## config.mk

```make
export PLATFORM = sky130hd
export DESIGN_NAME = ssl_top
export DESIGN_NICKNAME = d
export VERILOG_FILES = /design/src/ssl_pkg.sv /design/src/ssl_sync.sv /design/src/ssl_top.sv
export SDC_FILE = /design/constraint.sdc
export NUM_CORES = 1
export LEC_CHECK = 0
export BUFFER_PORTS_ARGS = -buffer_cell sky130_fd_sc_hd__buf_4
export CAP_MARGIN = 20
export CORE_ASPECT_RATIO = 1.5
export CORE_MARGIN = 1.5
export CORE_UTILIZATION = 41
export DETAILED_ROUTE_END_ITERATION = 6
export GPL_ROUTABILITY_DRIVEN = 0
export MAX_ROUTING_LAYER = met4
export PLACE_DENSITY = 0.82
export SLEW_MARGIN = 20
export SYNTH_ARGS = -nofsm -noshare
export SYNTH_HDL_FRONTEND = slang
export SYNTH_SLANG_ARGS = --single-unit
```

## constraint.sdc

```tcl
create_clock -name MCLK_I -period 2 [get_ports MCLK_I]
set_clock_uncertainty 0.1 [all_clocks]
set_input_delay 0 -clock MCLK_I [delete_from_list [all_inputs] [get_ports MCLK_I]]
set_output_delay 0 -clock MCLK_I [all_outputs]
set_load 0.02 [all_outputs]
```

## src/ssl_pkg.sv

```systemverilog
// Shared constants for the safety stop latch block
package ssl_pkg;

    // ------------------------------------------------------------
    // Register map (byte addresses, one word each)
    // ------------------------------------------------------------
    localparam logic [7:0] SSL_CTRL_ADDR = 8'h00;  // Input use control
    localparam logic [7:0] SSL_STAT_ADDR = 8'h04;  // Live state, read only
    localparam logic [7:0] SSL_ISTA_ADDR = 8'h08;  // Sticky events, write 1 clears
    localparam logic [7:0] SSL_IMSK_ADDR = 8'h0c;  // Interrupt enables

    // ------------------------------------------------------------
    // Field positions
    // ------------------------------------------------------------
    localparam int SSL_CTRL_OK_USE    = 0;  // Healthy input is connected
    localparam int SSL_CTRL_FAULT_USE = 1;  // Fault input is connected
    localparam int SSL_STAT_HEALTHY   = 0;  // Latch is healthy
    localparam int SSL_STAT_OK_IN     = 1;  // Effective healthy input
    localparam int SSL_STAT_FAULT_IN  = 2;  // Effective fault input
    localparam int SSL_STAT_RESET_IN  = 3;  // Synchronised reset request
    localparam int SSL_EVT_TRIP       = 0;  // Entered faulted
    localparam int SSL_EVT_REARM      = 1;  // Entered healthy

    // ------------------------------------------------------------
    // Widths and reset values
    // ------------------------------------------------------------
    localparam int         SSL_CTRL_W     = 2;      // Control field width
    localparam int         SSL_STAT_W     = 4;      // Status field width
    localparam int         SSL_EVT_W      = 2;      // Event field width
    localparam logic [1:0] SSL_CTRL_RST   = 2'h3;   // Both inputs in use
    localparam logic [1:0] SSL_EVT_RST    = 2'h0;   // No events pending
    localparam logic [1:0] SSL_IMSK_RST   = 2'h0;   // All masked

    // ------------------------------------------------------------
    // Latch states, one-hot
    // ------------------------------------------------------------
    typedef enum logic [1:0] {
        SSL_ST_FAULTED = 2'b01,
        SSL_ST_HEALTHY = 2'b10
    } ssl_state_t;

endpackage : ssl_pkg

```

## src/ssl_sync.sv

```systemverilog
// Two-flop synchroniser for asynchronous pin inputs
`timescale 1ns/100ps
module ssl_sync #(
    parameter int              WIDTH = 3,     // Number of bits
    parameter logic [WIDTH-1:0] INIT = '0     // Level held during reset
) (
    input  wire logic             clk_i,      // Block clock
    input  wire logic             rst_n_i,    // Async reset, active low
    input  wire logic [WIDTH-1:0] async_i,    // Raw pin levels
    output logic      [WIDTH-1:0] sync_o      // Synchronised levels
);

    logic [WIDTH-1:0] meta_q;  // First stage, read only by second stage
    logic [WIDTH-1:0] sync_q;  // Second stage

    // ------------------------------------------------------------
    // Two stages; metastability settles in the first
    // ------------------------------------------------------------
    always_ff @(posedge clk_i or negedge rst_n_i)
    begin
        if (!rst_n_i)
        begin
            meta_q <= INIT;
            sync_q <= INIT;
        end
        else
        begin
            meta_q <= async_i;
            sync_q <= meta_q;
        end
    end

    assign sync_o = sync_q;

endmodule : ssl_sync

```

## src/ssl_top.sv

```systemverilog
// Safety stop latch with APB registers and event interrupt
// What this block does
// - One of two states, faulted after reset
// - Faulted: healthy low, fault high, heartbeat still
// - Healthy: healthy high, fault low
// - Recover on no fault, healthy, reset rise
// - Trip on fault high or healthy low
// - Unused inputs read non-fault; connect one
`timescale 1ns/100ps
module ssl_top
    import ssl_pkg::*;
(
    input  wire logic        MCLK_I,     // 25 MHz block clock
    input  wire logic        RST_N_I,    // Async reset, active low
    input  wire logic        OK_I,       // Healthy input pin
    input  wire logic        FAULT_I,    // Fault request pin
    input  wire logic        REARM_I,    // Reset request pin
    input  wire logic        PSEL,       // APB select
    input  wire logic        PENABLE,    // APB access phase
    input  wire logic        PWRITE,     // APB direction
    input  wire logic [7:0]  PADDR,      // APB byte address
    input  wire logic [31:0] PWDATA,     // APB write data
    output logic      [31:0] PRDATA,     // APB read data
    output logic             PREADY,     // APB ready
    output logic             PSLVERR,    // APB error, unmapped address
    output logic             OK_O,       // Healthy output
    output logic             FAULT_O,    // Fault indicator
    output logic             HEARTBEAT_O,// Toggles while healthy
    output logic             IRQ_O       // Level interrupt
);

    // ------------------------------------------------------------
    // Pin synchronisation
    // ------------------------------------------------------------
    logic [2:0] pins_s;      // {rearm, fault, ok} after two flops
    logic       ok_s;        // Synchronised healthy pin
    logic       fault_s;     // Synchronised fault pin
    logic       rearm_s;     // Synchronised reset request

    // Reset levels are the non-fault values so no edge is faked
    ssl_sync #(
        .WIDTH (3),
        .INIT  (3'h1)
    ) u_sync (
        .clk_i   (MCLK_I),
        .rst_n_i (RST_N_I),
        .async_i ({REARM_I, FAULT_I, OK_I}),
        .sync_o  (pins_s)
    );

    assign ok_s    = pins_s[0];
    assign fault_s = pins_s[1];
    assign rearm_s = pins_s[2];

    // ------------------------------------------------------------
    // Declarations
    // ------------------------------------------------------------
    ssl_state_t          state_q, state_d;    // Latch state
    logic                rearm_prev_q;        // Last cycle's reset request
    logic                rearm_prev_d;
    logic                hb_q, hb_d;          // Heartbeat level
    logic                ok_out_q, ok_out_d;  // Healthy output
    logic                flt_out_q, flt_out_d;// Fault output
    logic [SSL_CTRL_W-1:0] ctrl_q, ctrl_d;    // Input use bits
    logic [SSL_EVT_W-1:0]  ista_q, ista_d;    // Sticky events
    logic [SSL_EVT_W-1:0]  imsk_q, imsk_d;    // Event mask
    logic                irq_q, irq_d;        // Interrupt level
    logic [31:0]         rdata_q, rdata_d;    // Read data
    logic                ready_q, ready_d;    // Ready in access phase
    logic                err_q, err_d;        // Error in access phase
    logic                ok_eff;              // Healthy after use mask
    logic                fault_eff;           // Fault after use mask
    logic                rearm_edge;          // Reset request rose
    logic                trip;                // Trip condition
    logic [SSL_EVT_W-1:0] evt;                // Events this cycle
    logic                wr_en;               // Write completes now
    logic [SSL_STAT_W-1:0] stat;              // Live status word
    logic                mapped;              // Address decodes

    // ------------------------------------------------------------
    // Input qualification and edge detect
    // ------------------------------------------------------------
    // A disabled input takes its non-fault level, like a floating pin
    always_comb
    begin
        ok_eff       = ok_s | ~ctrl_q[SSL_CTRL_OK_USE];
        fault_eff    = fault_s & ctrl_q[SSL_CTRL_FAULT_USE];
        rearm_edge   = rearm_s & ~rearm_prev_q;
        rearm_prev_d = rearm_s;
        trip         = fault_eff | ~ok_eff;
    end

    // ------------------------------------------------------------
    // Latch state and outputs
    // ------------------------------------------------------------
    // Outputs follow the next state so they line up with state_q
    always_comb
    begin
        state_d = state_q;
        evt     = '0;
        unique case (state_q)
            SSL_ST_FAULTED:
            begin
                // Trip check first, so faults win over recovery
                if (!trip && rearm_edge)
                begin
                    state_d            = SSL_ST_HEALTHY;
                    evt[SSL_EVT_REARM] = 1'b1;
                end
            end
            SSL_ST_HEALTHY:
            begin
                if (trip)
                begin
                    state_d           = SSL_ST_FAULTED;
                    evt[SSL_EVT_TRIP] = 1'b1;
                end
            end
            default:
            begin
                // Illegal code: fail safe
                state_d = SSL_ST_FAULTED;
            end
        endcase
        ok_out_d  = (state_d == SSL_ST_HEALTHY);
        flt_out_d = (state_d != SSL_ST_HEALTHY);
        hb_d      = (state_d == SSL_ST_HEALTHY) ? ~hb_q : hb_q;
    end

    // Registered latch state; faulted out of reset
    always_ff @(posedge MCLK_I or negedge RST_N_I)
    begin
        if (!RST_N_I)
        begin
            state_q      <= SSL_ST_FAULTED;
            rearm_prev_q <= 1'b0;
            hb_q         <= 1'b0;
            ok_out_q     <= 1'b0;
            flt_out_q    <= 1'b1;
        end
        else
        begin
            state_q      <= state_d;
            rearm_prev_q <= rearm_prev_d;
            hb_q         <= hb_d;
            ok_out_q     <= ok_out_d;
            flt_out_q    <= flt_out_d;
        end
    end

    // ------------------------------------------------------------
    // APB slave and registers
    // ------------------------------------------------------------
    // Answer decided in setup; access phase always lasts one cycle
    always_comb
    begin
        stat                   = '0;
        stat[SSL_STAT_HEALTHY] = (state_q == SSL_ST_HEALTHY);
        stat[SSL_STAT_OK_IN]   = ok_eff;
        stat[SSL_STAT_FAULT_IN]= fault_eff;
        stat[SSL_STAT_RESET_IN]= rearm_s;
        mapped  = (PADDR == SSL_CTRL_ADDR) || (PADDR == SSL_STAT_ADDR) ||
                  (PADDR == SSL_ISTA_ADDR) || (PADDR == SSL_IMSK_ADDR);
        wr_en   = PSEL & PENABLE & ready_q & PWRITE & ~err_q;
        ready_d = PSEL & ~PENABLE;
        err_d   = PSEL & ~PENABLE & ~mapped;
        rdata_d = rdata_q;
        if (PSEL && !PENABLE)
        begin
            // Unmapped and write cycles read zero
            rdata_d = '0;
            if (!PWRITE)
            begin
                unique case (PADDR)
                    SSL_CTRL_ADDR: rdata_d[SSL_CTRL_W-1:0] = ctrl_q;
                    SSL_STAT_ADDR: rdata_d[SSL_STAT_W-1:0] = stat;
                    SSL_ISTA_ADDR: rdata_d[SSL_EVT_W-1:0]  = ista_q;
                    SSL_IMSK_ADDR: rdata_d[SSL_EVT_W-1:0]  = imsk_q;
                    default:       rdata_d                 = '0;
                endcase
            end
        end
        ctrl_d = ctrl_q;
        imsk_d = imsk_q;
        ista_d = ista_q;
        if (wr_en && PADDR == SSL_CTRL_ADDR)
        begin
            ctrl_d = PWDATA[SSL_CTRL_W-1:0];
        end
        if (wr_en && PADDR == SSL_IMSK_ADDR)
        begin
            imsk_d = PWDATA[SSL_EVT_W-1:0];
        end
        if (wr_en && PADDR == SSL_ISTA_ADDR)
        begin
            ista_d = ista_q & ~PWDATA[SSL_EVT_W-1:0];
        end
        // New events win over a clear in the same cycle
        ista_d = ista_d | evt;
        irq_d  = |(ista_d & imsk_d);
    end

    // Register bank and bus answer flops
    always_ff @(posedge MCLK_I or negedge RST_N_I)
    begin
        if (!RST_N_I)
        begin
            ctrl_q  <= SSL_CTRL_RST;
            ista_q  <= SSL_EVT_RST;
            imsk_q  <= SSL_IMSK_RST;
            irq_q   <= 1'b0;
            rdata_q <= '0;
            ready_q <= 1'b0;
            err_q   <= 1'b0;
        end
        else
        begin
            ctrl_q  <= ctrl_d;
            ista_q  <= ista_d;
            imsk_q  <= imsk_d;
            irq_q   <= irq_d;
            rdata_q <= rdata_d;
            ready_q <= ready_d;
            err_q   <= err_d;
        end
    end

    // ------------------------------------------------------------
    // Outputs, all straight from flops
    // ------------------------------------------------------------
    assign OK_O        = ok_out_q;
    assign FAULT_O     = flt_out_q;
    assign HEARTBEAT_O = hb_q;
    assign IRQ_O       = irq_q;
    assign PRDATA      = rdata_q;
    assign PREADY      = ready_q;
    assign PSLVERR     = err_q;
endmodule : ssl_top

```

### Yosys cells after proc, flatten, opt, wreduce, memory -nomap -nowiden

Index checks and enable logic that the tools add are counted.

* register bits after elaboration: 53
* latch bits: 0
* memory bits (writable): 0
* ROM bits: 0
* bits of input ports: 48
* output and inout bits: 38
* word-level logic and storage cells: 66
* memories: 0

* $add $sub $neg: 0
* multipliers: 0
* div/mod/pow operators: 0
* order comparisons: 0
* equal/unequal tests: 7
* shift-type cells: 0
* mux-type cells: 12
* bitwise gates (word level): 21
* reduce and logical (&&, ||, !) cells: 12

Operator list (number)
* == test 8 x 4 -> 1 bit (second input constant): 2
* two-way mux 2 bit: 5
* bitwise AND 1 bit: 8
* == test 8 x 3 -> 1 bit (second input constant): 1
* zero test 8 bit: 1
* case mux 2 bit (4 select lines): 1
* inverter 1 bit: 7
* logical AND 1 bit: 5
* bitwise AND 2 bit: 2
* == test 2 bit (second input constant): 2
* two-way mux 1 bit: 4
* two-way mux 4 bit: 1
* case mux 2 bit (2 select lines): 1
* logical OR 1 bit: 3
* == test 2 x 1 -> 1 bit (second input constant): 1
* zero test 1 bit: 2
* != test 2 bit (second input constant): 1
* inverter 2 bit: 1
* OR 1 bit: 2
* OR 2 bit: 1
* OR reduction 2 bit: 1

### Depth between registers and ports, before layout

* depth after elaboration: 11
* mapped depth: 7
* depth with buffers taken out: 7

### Modules after synthesis

A second synthesis with hierarchy kept.

* cells, all modules: 113
* area total of the unflattened synthesis: 1257.5 µm²

Modules (own cells, without submodules)
* ssl_top: instances 1, cells an instance 107, area each 1104.8 µm², seq. area each 480.5 µm²
* ssl_sync: instances 1, cells an instance 6, area each 152.6 µm², seq. area each 152.6 µm²

### Least setup slack after synthesis

No wires, ideal clock.

* path type: reg-to-reg
* start: reg state_q[0]
* end: reg hb_q, in the netlist HEARTBEAT_O
* setup time: 0.128 ns
* arrival time: 1.436 ns
* data required time: 1.772 ns
* slack: 0.336 ns
* cell stages (with the launch flop): 7
* buffers on the path: 0
* period minus slack after synthesis: 1.664 ns
* path through: dfstp_2 -> inv_1 -> ha_1 -> a21boi_0 -> a211o_1 -> nand2b_1 -> xnor2_1

* longest elaborated chain between the ends: 3
* elaborated cells on any way between the ends: 6
* classes of those cells: 3 x eq/ne; 3 x mux

RTL lines
* from (decl): line ssl_top.sv:58 `ssl_state_t state_q, state_d;`
* from (signal assigned): line ssl_top.sv:143 `state_q <= state_d;`
* == test 2 bit (tied with other cells): line ssl_top.sv:101 `unique case (state_q)`
* case mux 2 bit (2 select lines) (*): line ssl_top.sv:101
* == test 2 bit (*): line ssl_top.sv:127 `hb_d = (state_d == SSL_ST_HEALTHY) ? ~hb_q : hb_q;`
* to (signal assigned): line ssl_top.sv:137 `hb_q <= 1'b0;`
* to (signal assigned): line ssl_top.sv:145 `hb_q <= hb_d;`
* to (decl): line ssl_top.sv:61 `logic hb_q, hb_d;`

Mark *: on every way between the ends. The rest lies on a longest branch, timed or not.
A chain may end at the register's enable or synchronous reset.

### Worst setup path in the final report

* start: in PADDR[6]
* end: reg err_q, in the netlist PSLVERR

* longest elaborated chain between the ends: 6
* elaborated cells on any way between the ends: 9
* classes of those cells: 3 x eq/ne; 2 x bitwise; 4 x reduce/logical

RTL lines
* from (decl): line ssl_top.sv:21 `input wire logic [7:0] PADDR,`
* == test 8 x 3 -> 1 bit / zero test 8 bit (equally long branches): line ssl_top.sv:162 `mapped = (PADDR == SSL_CTRL_ADDR) || (PADDR == SSL_STAT_ADDR) ||`
* logical OR 1 bit (2 in a row): line ssl_top.sv:162
* logical OR 1 bit (*): line ssl_top.sv:163 `(PADDR == SSL_ISTA_ADDR) || (PADDR == SSL_IMSK_ADDR);`
* inverter 1 bit (*): line ssl_top.sv:166 `err_d = PSEL & ~PENABLE & ~mapped;`
* bitwise AND 1 bit (*): line ssl_top.sv:166
* via err_d: line ssl_top.sv:70 `logic err_q, err_d;`
* to (signal assigned): line ssl_top.sv:224 `err_q <= err_d;`
* to (decl): line ssl_top.sv:70

The timed path passes the listed nets; every way through them passes the cells marked *.

==> metrics.cfg <==
[outcome]
status=completed

[logic_synthesis]
ys_seq_area_share_pct=50.1
synthMuxAreaShare_pct=7.72
synth-edff-count=0
synth_compound_area_share_pct=4.75
yosys.area_share.xor_xnor_pct=0.693
yosys.area_share.simple_pct=16.3
netlist_instances=112
ys_seq_elements=25
yosysWarnings=0
synth_largest_area_cell=dfrtp_1
yosys-top-cells-area=dfrtp_1 38%, buf_4 17%, dfstp_2 12%
synth_top_family_by_area=buffers and inverters
yosysMostFrequentCell=buf_4
ys.flop_type=dfrtp_1
ys_types=30
synth.top_cell.area_share_pct=37.6
netlist_area_um2=1260
syn_area_per_cell_um2=11.3
synthArstFlopShare_pct=100
synthAdderAreaFrac_pct=1.98
synth_commonest_cells=28 x buf_4, 19 x dfrtp_1, 13 x nand2_1, 6 x dfstp_2

[detailed_routing]
first_pass_iters=4
first_iter_violations=8
vias=865
wl_per_cell_um=11.7
via_per_inst=4.51
postRouteAntennaNets=0
remaining_drc_errors=0
drt_wl_total_um=2250

[clock_tree]
clock-sinks=25
htreeDepth=1
clk_pin_slew_ns=0.08
cts_tree=yes
clk_latency_ns=0.26
postCtsSetupBuffers=0
cts_buffers=3
root_buffer=clkbuf_8
clock_path_buffers=2

[finish]
stdcell_area_um2=1570
n_fill_cell=255
drive_gt1_share_pct=32.0
nNetsFinal=204
syn_to_final_growth_pct=24.3
antennaDiodeCount=0

[global_routing]
track_usage_pct=13.7
grt_pass1_vias=842
grt_pass1_wl_um=3570
antenna_found_initial=0
overflow=0
grt_start_max_net_pins=26

[pwr]
share_comb_of_total_power_pct=28.2
sequentialPowerShare_pct=49.1
finalPower_mw=1.25
powerDensity_nw_per_um2=798
max-vdd-ir-drop_v=0.000692
leakage_nw=0.812
switchingPower_mw=0.382
internal_power_mw=0.871
switching_share_pct=30.5
clockPowerShare_pct=22.7

[floorplan]
die_area_um2=3430
core_um2=2910
die_x_um=48.3
fp.dieH_um=71.0
rows=24
io_pins=86
start_util_pct=43.4

[sta]
layout_min_cycle_time_ns=1.93
grt_setup_unrepaired=no
finalSetupViolCount=0
fin_crit_sh_pct=96.6
final.setup.tns_ns=0
fmax_ghz=0.518
fin_ws_ns=0.0687
hold_violations=0
slew_viol_final=0

[hold_path]
hold_path.class=in -> reg

[placement]
dp_hpwl_um=1690
placed_cell_area_um2=1410
dp_slack_ns=0.228
numPortBuffers=27

[critical_path]
path_max_fanout=3
critPathMaxStageDelay_ns=0.58
path_cells=dlygate4sd3_1 -> buf_4 -> nor2_4 -> dlygate4sd3_1 -> a21oi_1 -> dlygate4sd3_1
cp.arrival_ns=1.98
path_class=in -> reg
cp_top_family=buffers and inverters
start_kind=input pin
end_kind=flip-flop
critPathBufInv=4
required_ns=2.04
slowest_stage=dlygate4sd3_1
cp_common_cell=dlygate4sd3_1

[job]
maxCapViolations=0

## cell usage in the layout, fill, tap and decap left out
cell type / instances
nor4_4: 1
dfrtp_1: 19
a31oi_1: 2
or2_2: 1
dlygate4sd3_1: 11
nand3b_1: 1
and3_1: 1
nor2_4: 1
o21ai_0: 2
nand4_2: 1
conb_1: 28
nand2_1: 13
and3b_2: 1
clkbuf_8: 3
clkinv_2: 1
mux2_4: 2
a21oi_1: 1
buf_4: 27
o31ai_1: 1
mux2_2: 2
xnor2_1: 1
ha_1: 2
dfstp_2: 6
nand4_1: 2
mux4_2: 2
a211o_1: 1
nand3_1: 5
nor2b_1: 2
a22o_1: 1
nor2_1: 1
inv_1: 5
a21boi_0: 1
or3_4: 1
nand2b_1: 4
## final timing paths
path / startpoint / end / slack (ns) / cells past startpoint
worst max-delay path: PADDR[6] / PSLVERR$_DFF_PN0_ / 0.07 / 6
worst min-delay path: PSEL / PRDATA[1]$_DFFE_PN0P_ / 0.04 / 4
worst max register to register: state_q[0]$_DFF_PN1_ / HEARTBEAT_O$_DFFE_PN0N_ / 0.18 / 6
worst min register to register: u_sync.meta_q[1]$_DFF_PN0_ / u_sync.sync_o[1]$_DFF_PN0_ / 0.26 / 0
max in group asynchronous: RST_N_I / ctrl_q[1]$_DFFE_PN1P_ / 1.46 / 2
min in group asynchronous: RST_N_I / state_q[1]$_DFF_PN0_ / 0.06 / 2
## sequential cells by signal, summed over array words and instances, names as in the netlist, 2 cells and up
name	flops
PRDATA	4
u_sync.meta_q	3
u_sync.sync_o	3
ctrl_q	2
imsk_q	2
ista_q	2
state_q	2
## worst reg2reg max path: stages, from the launching register on
cell and delay (ns):
dfstp_2 0.57, inv_1 0.05, ha_1 0.24, a21boi_0 0.16, a211o_1 0.26, nand2b_1 0.19, xnor2_1 0.14
## per-layer routing
layer  global-route usage [%]  wire length [µm]  vias up
li1                         -                 -      400
met3                     3.16               173        2
met5                        -                 0        -
met1                     13.2               795      416
met2                     25.8              1260       47
met4                     5.71                15        0
## layout make-up
type	count	area, µm²	share of cell area, %
clock buffer	3	41.3	2.63
clock inverter	1	5.00	0.319
inverter	5	18.8	1.20
multi-input combinational	81	510	32.5
sequential	25	633	40.3
tap	39	48.8	3.11
timing repair buffer	38	313	19.9
## through the flow
step / hold WS (ns) / util (%) / instances
2_1_floorplan: -0.396 / - / 139
5_1_grt: 0.0605 / 53.9 / 192
3_3_place_gp: -0.196 / 48.3 / 177
3_5_place_dp: -0.184 / 48.3 / 177
4_1_cts: 0.0330 / 53.7 / 192
6_report: 0.0385 / 53.9 / 192
## power groups by stage
stage	registers, mW	clock network (mW)	logic, mW
3_5_place_dp	0.624	0	0.332
2_1_floorplan	0.653	0	0.224
5_1_grt	0.622	0.313	0.381
3_3_place_gp	0.618	0	0.318
6_report	0.615	0.284	0.353
4_1_cts	0.615	0.295	0.351
## cells by family (layout without fill, tap and decap cells)
| logic type | count (synthesis) | in the layout |
|---|---|---|
| and+or+nand+nor | 35 | 35 |
| buffers and inverters | 33 | 47 |
| DFF | 25 | 25 |
| AOI/OAI and AO/OA | 9 | 9 |
| muxes | 6 | 6 |
| adders and majority gates | 2 | 2 |
| other | 1 | 28 |
| xor gates and xnor gates | 1 | 1 |
## repair_timing
item | 4_1_cts | 5_1_grt
hold buffers | 11 | 0
gates resized for setup | 0 | 2
endpoints found under the hold margin | 34 | 0
setup endpoints to repair | 0 | 1
No activity file was read; power rests on OpenSTA's default activity.
